--- src/shared/autodisc_defs.vh ---
// constants for the serial autodisconnect control block
// Operation
// - two causes latch halt until cleared
// - enabled handshake input false enters halt
// - enables set by register or command
// - overrun when receive cannot store character
// - overrun shown in status bit five
// - halted: no data either side
// - halt drives uncommanded handshake outputs false
// - halt entry flushes both buffers
// - only device clear or reset resumes
// - both enables: receive data raises request
`ifndef AUTODISC_DEFS_VH
`define AUTODISC_DEFS_VH

// ----------------------------------------
// register byte offsets
// ----------------------------------------
`define OFF_CTRL       8'h00
`define OFF_STATUS     8'h04
`define OFF_IRQ_STAT   8'h08
`define OFF_IRQ_MASK   8'h0C
`define OFF_HS_OUT     8'h10

// ----------------------------------------
// field positions
// ----------------------------------------
`define CTRL_EN_LSB    0
`define CTRL_EN_MSB    2
`define CTRL_SRQ_A     3
`define CTRL_SRQ_B     4
`define ST_HALTED      0
`define ST_CAUSE_LINE  1
`define ST_CAUSE_OVR   2
`define ST_OVERRUN     5
`define ST_LINES_LSB   8
`define ST_LINES_MSB   10
`define HS_LVL_LSB     0
`define HS_LVL_MSB     2
`define HS_DIR_LSB     4
`define HS_DIR_MSB     6
`define EV_HALT        0
`define EV_OVERRUN     1
`define EV_RXDATA      2
`define EV_W           3

// ----------------------------------------
// reset values and bus answers
// ----------------------------------------
`define RST_CTRL       3'h0
`define RST_HS_LVL     3'h7
`define RST_HS_DIR     3'h0
`define RESP_OKAY      2'h0
`define RESP_SLVERR    2'h2

`endif

--- src/core/hs_sync.v ---
// two-flop synchroniser and false-level detect for handshake inputs
`timescale 1ns/1ps
module hs_sync #(
	parameter N = 3
) (
	// clock and reset
	input  wire         aclk,
	input  wire         aresetn,
	// raw lines and enables
	input  wire [N-1:0] line_raw,
	input  wire [N-1:0] line_enable,
	// synchronised levels and enabled-false flag
	output wire [N-1:0] line_sync,
	output reg          line_fault
);
	reg [N-1:0] meta_q;
	reg [N-1:0] sync_q;

	// meta_q feeds only sync_q
	always @(posedge aclk) begin
		if (!aresetn) begin
			meta_q     <= {N{1'b1}};
			sync_q     <= {N{1'b1}};
			line_fault <= 1'b0;
		end else begin
			meta_q     <= line_raw;
			sync_q     <= meta_q;
			line_fault <= |(line_enable & ~sync_q);
		end
	end

	assign line_sync = sync_q;
endmodule // hs_sync

--- src/core/srq_gen.v ---
// service request on received serial data
`timescale 1ns/1ps
module srq_gen (
	// clock and reset
	input  wire aclk,
	input  wire aresetn,
	// conditions
	input  wire enable_a,
	input  wire enable_b,
	input  wire rx_char,
	input  wire halted,
	input  wire poll_ack,
	// request level
	output reg  srq
);
	wire set_srq = enable_a & enable_b & rx_char & ~halted;

	// set wins over the acknowledge
	always @(posedge aclk) begin
		if (!aresetn)
			srq <= 1'b0;
		else if (set_srq)
			srq <= 1'b1;
		else if (poll_ack)
			srq <= 1'b0;
	end
endmodule // srq_gen

--- src/core/serial_autodisconnect_control.v ---
// autodisconnect fault logic with AXI4-Lite register access
//
// The AXI4-Lite slave port and the register addresses were left to the implementer.
`timescale 1ns/1ps
`include "autodisc_defs.vh"
module serial_autodisconnect_control (
	// clock and reset
	input  wire        aclk,
	input  wire        aresetn,
	// axi4-lite write address
	input  wire [7:0]  s_axi_awaddr,
	input  wire        s_axi_awvalid,
	output reg         s_axi_awready,
	// axi4-lite write data
	input  wire [31:0] s_axi_wdata,
	input  wire [3:0]  s_axi_wstrb,
	input  wire        s_axi_wvalid,
	output reg         s_axi_wready,
	// axi4-lite write response
	output reg  [1:0]  s_axi_bresp,
	output reg         s_axi_bvalid,
	input  wire        s_axi_bready,
	// axi4-lite read
	input  wire [7:0]  s_axi_araddr,
	input  wire        s_axi_arvalid,
	output reg         s_axi_arready,
	output reg  [31:0] s_axi_rdata,
	output reg  [1:0]  s_axi_rresp,
	output reg         s_axi_rvalid,
	input  wire        s_axi_rready,
	// loop side
	input  wire        device_clear,
	input  wire        disconnect_enable_command,
	input  wire [2:0]  disconnect_enable_data,
	input  wire        poll_ack,
	output reg         loop_xfer_enable,
	output reg         service_request,
	// serial side: inputs dsr, rlsd, cts in bits 0..2
	input  wire [2:0]  hs_in,
	input  wire        rx_char_strobe,
	input  wire        rx_buf_full,
	output reg  [2:0]  hs_out,
	output reg         serial_xfer_enable,
	// buffer flush pulses
	output reg         tx_buf_flush,
	output reg         rx_buf_flush,
	// interrupt
	output reg         irq
);
	// ----------------------------------------
	// register state
	// ----------------------------------------
	reg [2:0]         disconnect_line_enable_control_q;
	reg               receive_srq_enable_a_q;
	reg               receive_srq_enable_b_q;
	reg [2:0]         hs_lvl_q;
	reg [2:0]         hs_dir_q;
	reg [`EV_W-1:0]   irq_stat_q;
	reg [`EV_W-1:0]   irq_mask_q;
	reg               halted_q;
	reg               cause_line_q;
	reg               cause_ovr_q;
	reg               overrun_q;

	// ----------------------------------------
	// bus holding state
	// ----------------------------------------
	reg               aw_hold_q;
	reg [7:0]         aw_addr_q;
	reg               w_hold_q;
	reg [31:0]        w_data_q;
	reg [3:0]         w_strb_q;

	wire [2:0] line_sync;
	wire       line_fault;
	wire       srq_w;

	// ----------------------------------------
	// submodules
	// ----------------------------------------
	hs_sync #(
		.N (3)
	) u_sync (
		.aclk        (aclk),
		.aresetn     (aresetn),
		.line_raw    (hs_in),
		.line_enable (disconnect_line_enable_control_q),
		.line_sync   (line_sync),
		.line_fault  (line_fault)
	);

	srq_gen u_srq (
		.aclk     (aclk),
		.aresetn  (aresetn),
		.enable_a (receive_srq_enable_a_q),
		.enable_b (receive_srq_enable_b_q),
		.rx_char  (rx_char_strobe),
		.halted   (halted_q),
		.poll_ack (poll_ack),
		.srq      (srq_w)
	);

	// ----------------------------------------
	// decode
	// ----------------------------------------
	// one-hot register select, shared by read and write
	function [4:0] reg_sel;
		input [7:0] a;
		begin
			case (a)
				`OFF_CTRL:     reg_sel = 5'h01;
				`OFF_STATUS:   reg_sel = 5'h02;
				`OFF_IRQ_STAT: reg_sel = 5'h04;
				`OFF_IRQ_MASK: reg_sel = 5'h08;
				`OFF_HS_OUT:   reg_sel = 5'h10;
				default:       reg_sel = 5'h00;
			endcase
		end
	endfunction

	wire       wr_go  = aw_hold_q & w_hold_q & ~s_axi_bvalid;
	wire [4:0] wr_sel = reg_sel(aw_addr_q);
	wire [4:0] rd_sel = reg_sel(s_axi_araddr);
	wire       rd_go  = s_axi_arvalid & s_axi_arready;
	wire       wr_lo  = wr_go & w_strb_q[0];

	// ----------------------------------------
	// fault detection
	// ----------------------------------------
	wire overrun_ev = rx_char_strobe & rx_buf_full & ~halted_q;
	wire fault      = line_fault | overrun_ev;
	wire enter_halt = fault & ~halted_q;
	wire rx_ev      = rx_char_strobe & ~halted_q;

	wire [`EV_W-1:0] ev_set;
	assign ev_set[`EV_HALT]    = enter_halt;
	assign ev_set[`EV_OVERRUN] = overrun_ev;
	assign ev_set[`EV_RXDATA]  = rx_ev;

	// ----------------------------------------
	// halt state and causes
	// ----------------------------------------
	// a fault in the clear cycle wins, so a line still false re-halts
	always @(posedge aclk) begin
		if (!aresetn) begin
			halted_q     <= 1'b0;
			cause_line_q <= 1'b0;
			cause_ovr_q  <= 1'b0;
			overrun_q    <= 1'b0;
		end else begin
			if (fault)
				halted_q <= 1'b1;
			else if (device_clear)
				halted_q <= 1'b0;
			if (enter_halt)
				cause_line_q <= line_fault;
			else if (device_clear)
				cause_line_q <= 1'b0;
			if (enter_halt)
				cause_ovr_q <= overrun_ev;
			else if (device_clear)
				cause_ovr_q <= 1'b0;
			if (overrun_ev)
				overrun_q <= 1'b1;
			else if (device_clear)
				overrun_q <= 1'b0;
		end
	end

	// ----------------------------------------
	// control registers
	// ----------------------------------------
	// the loop command wins over a bus write in the same cycle
	always @(posedge aclk) begin
		if (!aresetn) begin
			disconnect_line_enable_control_q <= `RST_CTRL;
			receive_srq_enable_a_q           <= 1'b0;
			receive_srq_enable_b_q           <= 1'b0;
			hs_lvl_q                         <= `RST_HS_LVL;
			hs_dir_q                         <= `RST_HS_DIR;
			irq_mask_q                       <= {`EV_W{1'b0}};
		end else begin
			if (disconnect_enable_command)
				disconnect_line_enable_control_q <= disconnect_enable_data;
			else if (wr_lo & wr_sel[0])
				disconnect_line_enable_control_q <= w_data_q[`CTRL_EN_MSB:`CTRL_EN_LSB];
			if (wr_lo & wr_sel[0]) begin
				receive_srq_enable_a_q <= w_data_q[`CTRL_SRQ_A];
				receive_srq_enable_b_q <= w_data_q[`CTRL_SRQ_B];
			end
			if (wr_lo & wr_sel[3])
				irq_mask_q <= w_data_q[`EV_W-1:0];
			if (wr_lo & wr_sel[4]) begin
				hs_lvl_q <= w_data_q[`HS_LVL_MSB:`HS_LVL_LSB];
				hs_dir_q <= w_data_q[`HS_DIR_MSB:`HS_DIR_LSB];
			end
		end
	end

	// ----------------------------------------
	// interrupt status, write one to clear
	// ----------------------------------------
	wire [`EV_W-1:0] w1c = (wr_lo & wr_sel[2]) ? w_data_q[`EV_W-1:0] : {`EV_W{1'b0}};

	always @(posedge aclk) begin
		if (!aresetn) begin
			irq_stat_q <= {`EV_W{1'b0}};
			irq        <= 1'b0;
		end else begin
			irq_stat_q <= ev_set | (irq_stat_q & ~w1c);
			irq        <= |(irq_stat_q & irq_mask_q);
		end
	end

	// ----------------------------------------
	// side effects of halt
	// ----------------------------------------
	wire halt_now = halted_q | fault;

	always @(posedge aclk) begin
		if (!aresetn) begin
			loop_xfer_enable   <= 1'b0;
			serial_xfer_enable <= 1'b0;
			hs_out             <= 3'h0;
			tx_buf_flush       <= 1'b0;
			rx_buf_flush       <= 1'b0;
			service_request    <= 1'b0;
		end else begin
			loop_xfer_enable   <= ~halt_now;
			serial_xfer_enable <= ~halt_now;
			hs_out             <= halt_now ? (hs_lvl_q & hs_dir_q) : hs_lvl_q;
			tx_buf_flush       <= enter_halt;
			rx_buf_flush       <= enter_halt;
			service_request    <= srq_w;
		end
	end

	// ----------------------------------------
	// axi4-lite write channel
	// ----------------------------------------
	// one write in flight; address and data accepted in either order
	always @(posedge aclk) begin
		if (!aresetn) begin
			aw_hold_q     <= 1'b0;
			aw_addr_q     <= 8'h00;
			w_hold_q      <= 1'b0;
			w_data_q      <= 32'h00000000;
			w_strb_q      <= 4'h0;
			s_axi_awready <= 1'b0;
			s_axi_wready  <= 1'b0;
			s_axi_bvalid  <= 1'b0;
			s_axi_bresp   <= `RESP_OKAY;
		end else begin
			if (s_axi_awvalid & s_axi_awready) begin
				aw_hold_q     <= 1'b1;
				aw_addr_q     <= s_axi_awaddr;
				s_axi_awready <= 1'b0;
			end else if (~aw_hold_q & ~s_axi_bvalid) begin
				s_axi_awready <= 1'b1;
			end
			if (s_axi_wvalid & s_axi_wready) begin
				w_hold_q     <= 1'b1;
				w_data_q     <= s_axi_wdata;
				w_strb_q     <= s_axi_wstrb;
				s_axi_wready <= 1'b0;
			end else if (~w_hold_q & ~s_axi_bvalid) begin
				s_axi_wready <= 1'b1;
			end
			if (wr_go) begin
				aw_hold_q    <= 1'b0;
				w_hold_q     <= 1'b0;
				s_axi_bvalid <= 1'b1;
				s_axi_bresp  <= (|wr_sel) ? `RESP_OKAY : `RESP_SLVERR;
			end else if (s_axi_bvalid & s_axi_bready) begin
				s_axi_bvalid <= 1'b0;
			end
		end
	end

	// ----------------------------------------
	// axi4-lite read channel
	// ----------------------------------------
	reg [31:0] rd_val;

	always @* begin
		rd_val = 32'h00000000;
		case (1'b1)
			rd_sel[0]: begin
				rd_val[`CTRL_EN_MSB:`CTRL_EN_LSB] = disconnect_line_enable_control_q;
				rd_val[`CTRL_SRQ_A]               = receive_srq_enable_a_q;
				rd_val[`CTRL_SRQ_B]               = receive_srq_enable_b_q;
			end
			rd_sel[1]: begin
				rd_val[`ST_HALTED]                  = halted_q;
				rd_val[`ST_CAUSE_LINE]              = cause_line_q;
				rd_val[`ST_CAUSE_OVR]               = cause_ovr_q;
				rd_val[`ST_OVERRUN]                 = overrun_q;
				rd_val[`ST_LINES_MSB:`ST_LINES_LSB] = line_sync;
			end
			rd_sel[2]: rd_val[`EV_W-1:0] = irq_stat_q;
			rd_sel[3]: rd_val[`EV_W-1:0] = irq_mask_q;
			rd_sel[4]: begin
				rd_val[`HS_LVL_MSB:`HS_LVL_LSB] = hs_lvl_q;
				rd_val[`HS_DIR_MSB:`HS_DIR_LSB] = hs_dir_q;
			end
			default: rd_val = 32'h00000000;
		endcase
	end

	always @(posedge aclk) begin
		if (!aresetn) begin
			s_axi_arready <= 1'b0;
			s_axi_rvalid  <= 1'b0;
			s_axi_rdata   <= 32'h00000000;
			s_axi_rresp   <= `RESP_OKAY;
		end else begin
			if (rd_go) begin
				s_axi_arready <= 1'b0;
				s_axi_rvalid  <= 1'b1;
				s_axi_rdata   <= rd_val;
				s_axi_rresp   <= (|rd_sel) ? `RESP_OKAY : `RESP_SLVERR;
			end else if (s_axi_rvalid & s_axi_rready) begin
				s_axi_rvalid  <= 1'b0;
			end else if (~s_axi_rvalid) begin
				s_axi_arready <= 1'b1;
			end
		end
	end
endmodule // serial_autodisconnect_control

--- config.mk ---
export PLATFORM = sky130hd
export DESIGN_NAME = serial_autodisconnect_control
export DESIGN_NICKNAME = d
export VERILOG_FILES = /design/src/core/hs_sync.v /design/src/core/srq_gen.v /design/src/core/serial_autodisconnect_control.v
export VERILOG_INCLUDE_DIRS = /design/src /design/src/shared
export SDC_FILE = /design/constraint.sdc
export NUM_CORES = 1
export LEC_CHECK = 0
export BUFFER_PORTS_ARGS = -buffer_cell sky130_fd_sc_hd__buf_4
export CORE_MARGIN = 3
export CORE_UTILIZATION = 44
export DETAILED_ROUTE_END_ITERATION = 6
export PLACE_DENSITY = 0.83
export SYNTH_ARGS = -nofsm -noshare
export SYNTH_HDL_FRONTEND = slang
export SYNTH_SLANG_ARGS = --single-unit
--- constraint.sdc ---
create_clock -name aclk -period 2.36 [get_ports aclk]
set_input_delay 0.118 -clock aclk [delete_from_list [all_inputs] [get_ports aclk]]
set_output_delay 0.118 -clock aclk [all_outputs]
set_load 0.02 [all_outputs]
# Word-level counts from Yosys, hierarchy flattened
# Index checks and enable logic that the tools add are counted.
[word_totals]
ff_bits = 73
in_bits = 70
word_cells = 139
[op_classes]
n_eq_ne = 8
muxes = 42
bitwise = 38
n_reduce_logical = 18
[ops]
columns = ["cell", "n"]
rows = [
  ["5-bit one-hot mux with 5 select lines", 2],
  ["3-bit two-way mux", 11],
  ["8-bit by 4-bit == test with 1-bit output (second input constant)", 4],
  ["1-bit two-way mux", 27],
  ["1-bit bitwise AND", 21],
  ["8-bit by 3-bit == test with 1-bit output (second input constant)", 2],
  ["8-bit by 5-bit == test with 1-bit output (second input constant)", 2],
  ["8-bit zero test", 2],
  ["2-bit nonzero test", 7],
  ["3-bit bitwise AND", 4],
  ["5-bit OR reduction", 2],
  ["1-bit inverter", 8],
  ["2-bit OR reduction", 4],
  ["3-bit inverter", 2],
  ["3-bit OR reduction", 2],
  ["2-bit two-way mux", 2],
  ["3-bit bitwise OR", 1],
  ["1-bit bitwise OR", 2],
  ["2-bit AND reduction", 1],
]

# Longest topological paths before layout
[depth]
ltp_word = 8
mapped_depth = 5
ltp_nobuf = 4

# Hierarchy
# From an unflattened synthesis, not the netlist that was laid out.
[unflattened]
cells_unflattened = 342
area_unflattened_um2 = 3030.4
[by_module_without_submodules]
columns = ["module", "instances", "cells_per_inst", "area_per_inst_um2", "seq_area_each_um2"]
rows = [
  ["serial_autodisconnect_control", 1, 321, 2775.2, 1261.2],
  ["hs_sync", 1, 17, 212.7, 140.1],
  ["srq_gen", 1, 4, 42.5, 20.0],
]

# Worst setup path after synthesis
# No wires, ideal clock.
[synth_path]
path_type = "flip-flop to flip-flop"
from = "register aw_addr_q[0]"
to = "register hs_lvl_q[0]"
arrival_time_ns = 1.700
required_time_ns = 2.230
path_slack_ns = 0.531
stages_incl_launch_ff = 6
path_cell_list = "dfxtp_1 -> or4_4 -> buf_6 -> nor4_4 -> mux2i_1 -> nand2_1"
[synth_via]
elab_chain_len = 3
word_cells_on_any_way = 7
[synth_lines]
columns = ["item", "line", "source"]
rows = [
  ["from (decl)", "serial_autodisconnect_control.v:69", "reg [7:0] aw_addr_q;"],
  ["from (signal assigned)", "serial_autodisconnect_control.v:256", "aw_addr_q <= s_axi_awaddr;"],
  ["8-bit by 5-bit == test with 1-bit output, or another cell as far along", "serial_autodisconnect_control.v:110", "case (a)"],
  ["5-bit one-hot mux with 5 select lines *", "serial_autodisconnect_control.v:110", ""],
  ["1-bit bitwise AND *", "serial_autodisconnect_control.v:193", "if (wr_lo & wr_sel[4]) begin"],
  ["to (signal assigned)", "serial_autodisconnect_control.v:179", "hs_lvl_q <= `RST_HS_LVL;"],
  ["to (signal assigned)", "serial_autodisconnect_control.v:194", "hs_lvl_q <= w_data_q[`HS_LVL_MSB:`HS_LVL_LSB];"],
  ["to (decl)", "serial_autodisconnect_control.v:56", "reg [2:0] hs_lvl_q;"],
]
# Every way passes the cells marked *; elsewhere a longest branch is shown, timed or not.
# A chain may end at the register's enable or synchronous reset.

# Worst setup path in the final report
[layout_path]
from = "register aw_addr_q[0]"
to = "register hs_dir_q[0]"
[layout_via]
elab_chain_len = 3
word_cells_on_any_way = 7
[layout_lines]
columns = ["item", "line", "source"]
rows = [
  ["8-bit by 5-bit == test with 1-bit output, or another cell as far along", "serial_autodisconnect_control.v:110", ""],
  ["5-bit one-hot mux with 5 select lines *", "serial_autodisconnect_control.v:110", ""],
  ["1-bit bitwise AND *", "serial_autodisconnect_control.v:193", ""],
  ["to (signal assigned)", "serial_autodisconnect_control.v:180", "hs_dir_q <= `RST_HS_DIR;"],
  ["to (signal assigned)", "serial_autodisconnect_control.v:195", "hs_dir_q <= w_data_q[`HS_DIR_MSB:`HS_DIR_LSB];"],
  ["to (decl)", "serial_autodisconnect_control.v:57", "reg [2:0] hs_dir_q;"],
]
# Marks and branches as above.

==> impl_metrics.toml <==
[run_status]
outcome = "completed"

[grt]
grt-ovfl-total = 0
grt_pass1_vias = 2336
antenna_found_initial = 0
grt_pass1_wl_um = 10800
track_usage_pct = 17.7
grt_max_degree = 32

[logic_synthesis]
async_reset_ff_share_pct = 0
syn_area_per_cell_um2 = 9.08
synth_top_area_share_pct = 47.4
synthFlopType = "dfxtp_1"
synth.most_common_cell = "dfxtp_1"
synth_edf_count = 0
synth_seq_cells = 71
synth_top_cells_by_area = "dfxtp_1 (47%), buf_4 (6.5%), mux2i_1 (6.0%)"
synth_common_cells = "dfxtp_1 (71), a21oi_1 (35), nand2_1 (29)"
ys_types = 42
ys.warnings.count = 0
syn-instance-count = 330
synth_top_area_cell = "dfxtp_1"
ys_seq_area_share_pct = 47.4
syn-cell-area_mm2 = 0.00300

[clock_network]
cts_tree = "built"
cts-htree-levels = 3
clockBufferDepth = 2
cts_sinks = 71
numCtsBuffers = 9
cts_resized = 0
root_buffer = "clkbuf_8"
clk_latency_ns = 0.35
cts.reportedPaths.clkPinSlew_ns = 0.07

[final_layout]
drive_above_1_share_pct = 23.0
regArea_mm2 = 0.00142
diodes = 0
finalNetCount = 465
final_area_mm2 = 0.00364
fin_util_pct = 56.4
area_growth_pct = 21.6
fillCellCount = 585
multi_input_area_mm2 = 0.00136

[hold_path]
min_path_type = "in2reg"
hold_path_end = "s_axi_rvalid"
whs_path_depth = 3
min-delay-start = "s_axi_rready"

[drt]
routed_via_density = 5.29
wirelength_um = 6750
wire_per_inst_um = 14.2
drt_iter0_drc = 154
vias = 2523
drcViolationCount = 0
drt_first_pass_iters = 4
postRouteAntennaNets = 0

[power_and_ir_drop]
power_leakage_uw = 0.00155
power.density_mw_per_mm2 = 676
vdd_drop_max_mv = 0.300

[sta]
slew_violations = 0
rsz0062_at_grt = "no"
final-hold-violation-count = 0
finalCriticalPeriod_ns = 1.97
fin_ws_ns = 0.393
finClkSkew_ns = 0.00940
worstMarginPinSlew_ns = 0.660
timing.final.crit_share_pct = 83.3
setup_violations = 0
fmax_mhz = 508
slew_headroom_pct = 55.6
tns_ns = 0

[run]
cap_violations = 0

[place]
dpl-instance-area_mm2 = 0.00344
gp_congestion = 0.781
post-dp-hpwl_um = 5010
place_ws_ns = 0.408
port_buffers = 67

[setup_path]
critical_path_class = "reg2reg"
cp.required_ns = 2.58
reg2reg_depth = 4
worstPathArrival_ns = 2.19
critPathCaptureType = "flop"
cp-start-kind = "flop"
r2r-end = "hs_dir_q[0]"
path_max_fanout = 6
rrSetupSlack_ns = 0.39
r2r_start = "aw_addr_q[0]"

[floorplanning]
design.die.area_mm2 = 0.00784
die-height_um = 88.5
die_w_um = 88.5
initial_utilization_pct = 46.4
core_area_mm2 = 0.00646
rows = 29
io_pins = 120
state kept, by name, summed over array words and instances (netlist names), 3 cells and up:
signal,count
s_axi_rdata,10
aw_addr_q,8
w_data_q,7
disconnect_line_enable_control_q,3
hs_dir_q,3
hs_lvl_q,3
hs_out,3
irq_mask_q,3
irq_stat_q,3
u_sync.line_sync,3
u_sync.meta_q,3
through the flow:
step	hold WS (ns)	std cells	total power, uW
final	0.0271	477	2460
after floorplan	0.219	353	1540
after global routing	0.0471	477	2560
after detailed placement	0.311	458	1620
after global placement	0.302	458	1610
after CTS	0.0209	477	2480
routing by layer:
| layer | global-route usage (%) | vias up | wire length, um |
|---|---|---|---|
| met5 | 0 | - | 0 |
| met1 | 20.5 | 1182 | 2750 |
| met2 | 30.7 | 91 | 3410 |
| met4 | 8.93 | 0 | 153 |
| met3 | 4.00 | 17 | 431 |
| li1 | - | 1233 | - |
where the power goes:
group	total, uW	internal, uW	switching (uW)
Clock	863	436	427
Combinational	300	127	173
Sequential	1300	1250	52.6
layout by cell type, fill, tap and decap left out, types with 2 or more instances in the layout:
master | synthesis | final
o21ai_0 | 10 | 10
a222oi_1 | 2 | 2
nor2_1 | 25 | 25
conb_1 | 1 | 24
o211a_1 | 5 | 5
dfxtp_1 | 71 | 71
a32oi_1 | 2 | 2
nor4_4 | 3 | 3
clkbuf_1 | 14 | 2
o211ai_1 | 2 | 2
nor2b_1 | 5 | 5
inv_1 | 10 | 10
nand2_1 | 29 | 29
nand3_1 | 21 | 21
a22o_1 | 2 | 2
a21oi_1 | 35 | 35
nor3_1 | 5 | 5
nand4_1 | 4 | 4
mux2i_1 | 18 | 18
or3b_2 | 2 | 2
clkinv_2 | 0 | 2
and2_1 | 3 | 3
o221ai_1 | 2 | 2
dlygate4sd3_1 | 0 | 3
buf_4 | 26 | 69
a22oi_1 | 3 | 3
a31oi_1 | 4 | 4
nand2b_1 | 10 | 10
clkbuf_8 | 0 | 11
worst max-delay path, cell delays in order, from the launching register on:
cell	delay (ns)
dfxtp_1	0.31
or4_4	0.60
nor4_4	0.57
mux2i_1	0.30
nor2_1	0.07
cell families (layout without fill, tap and decap cells):
group                  after synthesis  in the layout  synth area share, %
AOI/OAI and AO/OA                   69             69                 14.2
buffers and inverters               52             99                 10.0
DFF                                 71             71                 47.4
muxes                               18             18                 6.01
other                                1             24                0.125
and+or+nand+nor                    119            119                 22.2
how the worst max path moves through the flow:
stage                 startpoint                             endpoint  slack (ns)  depth (start not counted)
CTS                 aw_addr_q[0]                          hs_dir_q[0]        0.38                          4
global route        aw_addr_q[2]  disconnect_line_enable_control_q[2]        0.32                          4
finish              aw_addr_q[0]                          hs_dir_q[0]        0.39                          4
global placement    aw_addr_q[0]                          hs_lvl_q[2]        0.49                          4
detailed placement  aw_addr_q[2]  disconnect_line_enable_control_q[2]        0.41                          4
floorplan           aw_addr_q[0]                          hs_lvl_q[0]        0.53                          5
cell type report:
| class | count | area share [%] |
|---|---|---|
| clock inverters | 3 | 0.481 |
| repair buffers | 72 | 15.0 |
| flip-flops and latches | 71 | 39.0 |
| well taps | 77 | 2.64 |
| inverters | 11 | 1.13 |
| multi-input cells | 230 | 37.3 |
| clock buffers | 13 | 4.36 |
repair_timing:
action                     in CTS  in global routing
setup endpoints to repair       0                  0
setup buffers                   0                  0
hold endpoints to repair        3                  0
hold buffers                    3                  0
Power figures use the tool's default switching activity.
